**src/include/diopr_pkg.sv**
```systemverilog
package diopr_pkg;

    // ----------------------------------------------------------------
    // widths and reset values
    // ----------------------------------------------------------------
    localparam int unsigned DIOPR_WIDTH = 8;
    // all ones on the user side at start-up, hence all zeros at the processor
    localparam logic [7:0] DIOPR_STORE_RESET = 8'hFF;
    localparam logic [7:0] DIOPR_ALL_ONES = 8'hFF;
    localparam logic [7:0] DIOPR_ALL_ZEROS = 8'h00;

    // ----------------------------------------------------------------
    // bit positions of the status word
    // ----------------------------------------------------------------
    localparam int unsigned DIOPR_ST_USER_WON = 0;
    localparam int unsigned DIOPR_ST_PROC_WR = 1;
    localparam int unsigned DIOPR_ST_USER_WR = 2;
    localparam int unsigned DIOPR_ST_WIDTH = 3;

    // ----------------------------------------------------------------
    // port functions, one-hot
    // ----------------------------------------------------------------
    typedef enum logic [2:0] {
        DIOPR_FN_IDLE = 3'h1,
        DIOPR_FN_OUT = 3'h2,
        DIOPR_FN_IN = 3'h4
    } diopr_fn_e;

    typedef logic [7:0] diopr_word_t;

    // decoded request of one port toward the shared store
    typedef struct packed {
        logic drive;
        logic write;
        diopr_word_t data;
    } diopr_req_s;

    // the processor side sees the stored word bitwise inverted
    function automatic diopr_word_t diopr_flip(input diopr_word_t w);
        diopr_flip = ~w;
    endfunction

endpackage

```
**src/core/diopr_top.sv**
```systemverilog
// Summary of operation
// - one eight-bit word in eight latches, shared by both ports.
// - ports independent; on simultaneous writes the user write wins.
// - master enable high idles the processor bus; user bus unaffected.
// - user strobe high, output enable low: drive stored word on user lines.
// - user strobe low: load user lines only while master clock high.
// - user strobe and output enable high: user lines released, no load.
// - enable, read and write commands all low: drive processor lines.
// - enable low, write, clock and user strobe high: store processor lines.
// - user strobe low blocks every processor write.
// - read high with write low, or enable high: processor port idle.
// - word written on one port reads inverted on the other.
// - word written on one port reads unchanged on the same port.
// - at start-up the user side reads ones, processor side zeros.
// - processor writes are also qualified by an internal status latch.
`timescale 1ns/10ps
module diopr_top (
    input wire logic clk_sys_in,              // 25 MHz system clock
    input wire logic rst_in,                  // sync reset, high
    input wire logic master_clock_in,         // latch strobe level
    input wire logic master_enable_n_in,      // processor port enable
    input wire logic read_command_n_in,       // processor read, low
    input wire logic write_command_in,        // processor write, high
    input wire logic user_input_strobe_n_in,  // user load, low
    input wire logic user_output_enable_n_in, // user drive, low
    input wire diopr_pkg::diopr_word_t user_data_lines_in,      // pin level
    output diopr_pkg::diopr_word_t user_data_lines_out,         // drive value
    output logic user_data_lines_oe_n_out,    // low while driving
    input wire diopr_pkg::diopr_word_t processor_data_lines_in, // pin level
    output diopr_pkg::diopr_word_t processor_data_lines_out,    // drive value
    output logic processor_data_lines_oe_n_out, // low while driving
    output logic [diopr_pkg::DIOPR_ST_WIDTH-1:0] status_out // status latch
);
    import diopr_pkg::*;

    // ----------------------------------------------------------------
    // port decoders
    // ----------------------------------------------------------------
    diopr_fn_e user_fn;
    diopr_fn_e proc_fn;
    diopr_req_s user_req;
    diopr_req_s proc_req;
    logic status_armed_q;
    logic status_armed_d;

    diopr_user_port u_user (
        .user_input_strobe_n_in(user_input_strobe_n_in),
        .user_output_enable_n_in(user_output_enable_n_in),
        .master_clock_in(master_clock_in),
        .data_in(user_data_lines_in),
        .fn_out(user_fn),
        .req_out(user_req)
    );

    diopr_proc_port u_proc (
        .master_enable_n_in(master_enable_n_in),
        .read_command_n_in(read_command_n_in),
        .write_command_in(write_command_in),
        .master_clock_in(master_clock_in),
        .user_input_strobe_n_in(user_input_strobe_n_in),
        .status_armed_in(status_armed_q),
        .data_in(processor_data_lines_in),
        .fn_out(proc_fn),
        .req_out(proc_req)
    );

    // ----------------------------------------------------------------
    // shared store
    // ----------------------------------------------------------------
    diopr_word_t store_q;
    diopr_word_t store_d;

    always_comb begin
        store_d = store_q;
        if (user_req.write) begin
            store_d = user_req.data;
        end else if (proc_req.write) begin
            store_d = proc_req.data;
        end
    end

    always_ff @(posedge clk_sys_in) begin
        if (rst_in) begin
            store_q <= DIOPR_STORE_RESET;
        end else begin
            store_q <= store_d;
        end
    end

    // ----------------------------------------------------------------
    // status latch
    // ----------------------------------------------------------------
    // armed out of reset; a user load that collides with a processor
    // write disarms processor writes until enable goes high or write drops, so a
    // stale processor write cannot land just after the user write ends
    logic [DIOPR_ST_WIDTH-1:0] status_q;
    logic [DIOPR_ST_WIDTH-1:0] status_d;
    logic proc_wants_wr;

    assign proc_wants_wr = !master_enable_n_in && write_command_in
        && master_clock_in;

    always_comb begin
        status_armed_d = status_armed_q;
        if (!user_input_strobe_n_in && proc_wants_wr) begin
            status_armed_d = 1'b0;
        end else if (master_enable_n_in || !write_command_in) begin
            status_armed_d = 1'b1;
        end
        status_d = status_q;
        status_d[DIOPR_ST_USER_WR] = user_req.write;
        status_d[DIOPR_ST_PROC_WR] = proc_req.write && !user_req.write;
        if (user_req.write && proc_wants_wr) begin
            status_d[DIOPR_ST_USER_WON] = 1'b1;
        end else if (proc_req.write && !user_req.write) begin
            status_d[DIOPR_ST_USER_WON] = 1'b0;
        end
    end

    always_ff @(posedge clk_sys_in) begin
        if (rst_in) begin
            status_armed_q <= 1'b1;
            status_q <= '0;
        end else begin
            status_armed_q <= status_armed_d;
            status_q <= status_d;
        end
    end

    assign status_out = status_q;

    // ----------------------------------------------------------------
    // pin drivers
    // ----------------------------------------------------------------
    // registered for clean pins; drive follows the controls by one cycle
    diopr_word_t user_out_q;
    diopr_word_t user_out_d;
    logic user_oe_n_q;
    logic user_oe_n_d;
    diopr_word_t proc_out_q;
    diopr_word_t proc_out_d;
    logic proc_oe_n_q;
    logic proc_oe_n_d;

    always_comb begin
        user_out_d = store_d;
        user_oe_n_d = !user_req.drive;
        proc_out_d = diopr_flip(store_d);
        proc_oe_n_d = !proc_req.drive;
    end

    always_ff @(posedge clk_sys_in) begin
        if (rst_in) begin
            user_out_q <= DIOPR_ALL_ONES;
            user_oe_n_q <= 1'b1;
            proc_out_q <= DIOPR_ALL_ZEROS;
            proc_oe_n_q <= 1'b1;
        end else begin
            user_out_q <= user_out_d;
            user_oe_n_q <= user_oe_n_d;
            proc_out_q <= proc_out_d;
            proc_oe_n_q <= proc_oe_n_d;
        end
    end

    assign user_data_lines_out = user_out_q;
    assign user_data_lines_oe_n_out = user_oe_n_q;
    assign processor_data_lines_out = proc_out_q;
    assign processor_data_lines_oe_n_out = proc_oe_n_q;

endmodule // diopr_top

```
**src/core/diopr_user_port.sv**
```systemverilog
`timescale 1ns/10ps
module diopr_user_port (
    input wire logic user_input_strobe_n_in,  // low: load from user lines
    input wire logic user_output_enable_n_in, // low: drive user lines
    input wire logic master_clock_in,         // latch strobe level
    input wire diopr_pkg::diopr_word_t data_in, // user lines as seen
    output diopr_pkg::diopr_fn_e fn_out,      // decoded function
    output diopr_pkg::diopr_req_s req_out     // request to the store
);
    import diopr_pkg::*;

    // ----------------------------------------------------------------
    // function decode
    // ----------------------------------------------------------------
    always_comb begin
        if (!user_input_strobe_n_in) begin
            fn_out = DIOPR_FN_IN;
        end else if (!user_output_enable_n_in) begin
            fn_out = DIOPR_FN_OUT;
        end else begin
            fn_out = DIOPR_FN_IDLE;
        end
    end

    always_comb begin
        req_out.data = data_in;
        case (fn_out)
            DIOPR_FN_IN: begin
                req_out.drive = 1'b0;
                req_out.write = master_clock_in;
            end
            DIOPR_FN_OUT: begin
                req_out.drive = 1'b1;
                req_out.write = 1'b0;
            end
            DIOPR_FN_IDLE: begin
                req_out.drive = 1'b0;
                req_out.write = 1'b0;
            end
            default: begin
                req_out.drive = 1'b0;
                req_out.write = 1'b0;
            end
        endcase
    end

endmodule // diopr_user_port

```
**src/core/diopr_proc_port.sv**
```systemverilog
`timescale 1ns/10ps
module diopr_proc_port (
    input wire logic master_enable_n_in,  // low: processor port enabled
    input wire logic read_command_n_in,   // low: drive processor lines
    input wire logic write_command_in,    // high: store processor lines
    input wire logic master_clock_in,     // latch strobe level
    input wire logic user_input_strobe_n_in, // low: user owns the store
    input wire logic status_armed_in,     // internal status latch
    input wire diopr_pkg::diopr_word_t data_in, // processor lines as seen
    output diopr_pkg::diopr_fn_e fn_out,  // decoded function
    output diopr_pkg::diopr_req_s req_out // request to the store
);
    import diopr_pkg::*;

    // ----------------------------------------------------------------
    // function decode
    // ----------------------------------------------------------------
    always_comb begin
        fn_out = DIOPR_FN_IDLE;
        if (master_enable_n_in) begin
            fn_out = DIOPR_FN_IDLE;
        end else if (!read_command_n_in && !write_command_in) begin
            fn_out = DIOPR_FN_OUT;
        end else if (write_command_in && user_input_strobe_n_in
            && status_armed_in) begin
            // only writes wait on the status latch; reads never stall
            fn_out = DIOPR_FN_IN;
        end
    end

    always_comb begin
        // stored in user polarity so each port reads back its own value
        req_out.data = diopr_flip(data_in);
        case (fn_out)
            DIOPR_FN_OUT: begin
                req_out.drive = 1'b1;
                req_out.write = 1'b0;
            end
            DIOPR_FN_IN: begin
                req_out.drive = 1'b0;
                req_out.write = master_clock_in;
            end
            DIOPR_FN_IDLE: begin
                req_out.drive = 1'b0;
                req_out.write = 1'b0;
            end
            default: begin
                req_out.drive = 1'b0;
                req_out.write = 1'b0;
            end
        endcase
    end

endmodule // diopr_proc_port

```
**config.mk**
```make
export PLATFORM = sky130hd
export DESIGN_NAME = diopr_top
export DESIGN_NICKNAME = d
export VERILOG_FILES = /design/src/include/diopr_pkg.sv /design/src/core/diopr_top.sv /design/src/core/diopr_user_port.sv /design/src/core/diopr_proc_port.sv
export SDC_FILE = /design/constraint.sdc
export NUM_CORES = 1
export LEC_CHECK = 0
export ABC_AREA = 1
export BUFFER_PORTS_ARGS = -buffer_cell sky130_fd_sc_hd__buf_2
export CORE_AREA = 10 10 59 61
export CTS_BUF_LIST = sky130_fd_sc_hd__clkbuf_4
export DETAILED_ROUTE_END_ITERATION = 7
export DIE_AREA = 0 0 69 71
export GPL_TIMING_DRIVEN = 0
export PLACE_DENSITY_LB_ADDON = 0.1
export SYNTH_ARGS = -nofsm -noshare
export SYNTH_HDL_FRONTEND = slang
export SYNTH_SLANG_ARGS = --single-unit
export TNS_END_PERCENT = 10
```
**constraint.sdc**
```tcl
create_clock -name clk_sys_in -period 1.1 [get_ports clk_sys_in]
set_input_delay 0.055 -clock clk_sys_in [delete_from_list [all_inputs] [get_ports clk_sys_in]]
set_output_delay 0.055 -clock clk_sys_in [all_outputs]
set_load 0.02 [all_outputs]
```
==> metrics.txt <==
post-DP HPWL 2.479 mm; GPL Wtd Cong 0.8193; Worst-Margin Slew roughly 0.46 ns; Syn Area/Cell roughly 6.6 um2; row count 18; Clock Skews about 0.0031 ns; die extent in x slightly below 70 um; All-Layer GR Usage 0.1279; CP Data Arrival Time roughly 1.2 ns; area of the die 4899 um2; Area Growth Syn to Fin 32.88%; min Tclk post-route between 1 and 1.5 ns; Pleak just under 0.9 nW; Top Ports 45; first-pass GRT wire length 5.319 mm; synthesis-stage register bit count 22; Final Slew Violations 0; worst hold path class primary input to register; Cell variety after synth 17; Routed Wire Length ~3.2 mm; layout cell share with drive strength beyond 1 0.2793; final setup violation count 0; WL/cell between 10 and 15 um; Final Hold Vio Count 0; fmax 983.7 MHz; Detail Route Antenna Nets 0; final worst-path cycle share 0.9242; syn nets between 150 and 200; max cap viols 0; clock-pin slew on the worst setup and hold paths 0.12 ns; Synth Flop Type dfxtp_1; largest net degree at the start of global routing 13; Post-synth top cells nand2_1 (39), inv_1 (36), nand3_1 (30); clock latency on the worst-skew pair approximately 0.3 ns; vias in the first global route approximately 1200; most frequent cell after synthesis nand2_1; Vias/cell 4.671; largest cells by area after synthesis dfxtp_1 (40%), nand3_1 (14%), nand2_1 (13%), inv_1 (12%), nor2_1 (7.1%); Critical Path End Type register; clk sinks 22; Worst Path Required between 1 and 1.5 ns; total negative slack 0 ns; Async SR Flop Fraction 0; Syn. warnings 0; VDD IR-drop max roughly 0.66 mV; Num CTS Buffers 3; RSZ-0062 raised after global routing no; number of synthesized flops with an enable pin 0; drt pass-1 iters 4; post-layout power about 1.7 mW; Hold WS approximately 0.014 ns; Root Driver clkbuf_4; 1st-iter DRT viols 37; CTS tree built; worst-case clock buffer depth 2; cell taking the most area after synthesis dfxtp_1; die height 71 um; status complete, no violations; CP max FO 7; critical path class register to register; gate count after technology mapping between 150 and 200; final cell count without fillers ~250; Seq/Total Area, Yosys 0.3964; vias 1177; Nets ~250; FILL cells around 250; pwr/cell area 1145 nW/um2; # DRC 0; starting density of the core 0.4654; antenna cell count 0; port bufs 44; post-synthesis cell area between 1000 and 1500 um2; H-tree levels 1; initial antenna violation count 0; core area approximately 2400 um2; CP Launch Type register; placed cell count between 200 and 250; slew margin rel. 0.6904; top cell type's share of synthesized area 0.3964; Overflow after GRT 0
path summary, 6_finish.rpt:
| path | start | end | slack (ns) | cells after the start |
|---|---|---|---|---|
| setup / recovery | status_armed_q$_SDFFE_PP1P_ | register | 0.08 | 5 |
| hold / removal | user_data_lines_in[7] | processor_data_lines_out[7]$_SDFF_PP0_ | 0.01 | 4 |
| setup reg to reg | status_armed_q$_SDFFE_PP1P_ | register | 0.08 | 5 |
| hold reg to reg | register | register | 0.47 | 2 |
worst max-delay path: stages (launching register included):
cell and delay [ns]:
dfxtp_4 0.39, nand2_2 0.06, nor2_4 0.13, nand2_4 0.12, nand3_1 0.10, nand3_1 0.08
kinds of logic (layout without fill, tap and decap cells):
group / count (synthesis) / after routing / share of synthesized area
simple gates: 99 / 99 / 0.4155
buf+inv: 41 / 95 / 0.1498
flops: 22 / 22 / 0.3964
compound gates: 6 / 6 / 0.03829
timing repair:
| item | CTS | global route |
|---|---|---|
| endpoints found under the setup margin | 11 | 14 |
| setup buffers | 1 | 0 |
| pin swaps | 1 | 2 |
| hold endpoints to repair | 5 | 0 |
| gates resized for setup | 1 | 5 |
| gates cloned | 0 | 0 |
| hold buffers | 5 | 0 |
layout make-up:
type / count / area [um2] / area share
clock buffer: 3 / 22.52 / 0.01525
sequential: 22 / 444.2 / 0.3008
multi-input combinational: 105 / 520.5 / 0.3525
inverter: 37 / 138.9 / 0.09407
tap: 30 / 37.54 / 0.02542
buffer: 4 / 27.53 / 0.01864
clock inverter: 1 / 3.754 / 0.002542
timing repair buffer: 50 / 281.5 / 0.1907
stage by stage:
step,instance area [um2],utilization,setup WS (ns)
6_report,1476,0.6184,0.08342
2_1_floorplan,1111,-,0.1215
3_3_place_gp,1369,0.5734,-0.009108
3_5_place_dp,1369,0.5734,-0.04870
5_1_grt,1476,0.6184,0.007144
4_1_cts,1454,0.6090,0.01737
routing by layer:
layer,wire [um],vias to the layer above,global-route usage
li1,-,613,-
met1,1452,536,0.1490
met2,1500,26,0.2144
met3,239,2,0.04603
met4,18,0,0.03803
met5,0,-,0
report_power, final:
part           internal [mW]  leakage, nW  switching, mW
clock                  0.132       0.0154          0.245
combinational          0.171        0.692          0.271
sequential             0.848        0.182         0.0242
layout by cell type (no fill, tap or decap):
cell type      netlist  final
nor2_2               3      2
nand2_1             39     38
inv_2                1      1
nand2_4              3      2
nor3_1               1      1
inv_1               36     36
dlygate4sd3_1        0      5
nor2_1              21     21
dfxtp_1             22     21
buf_2                1     45
o21bai_1             5      5
buf_6                1      2
nand3_1             30     30
clkbuf_4             0      3
clkbuf_1             1      1
nand2_2              0      1
dfxtp_4              0      1
clkinv_1             0      1
buf_4                1      1
nor2_4               1      2
nand3_4              1      1
a21oi_1              1      1
nand2_8              0      1
No activity file was read; power rests on OpenSTA's default activity.
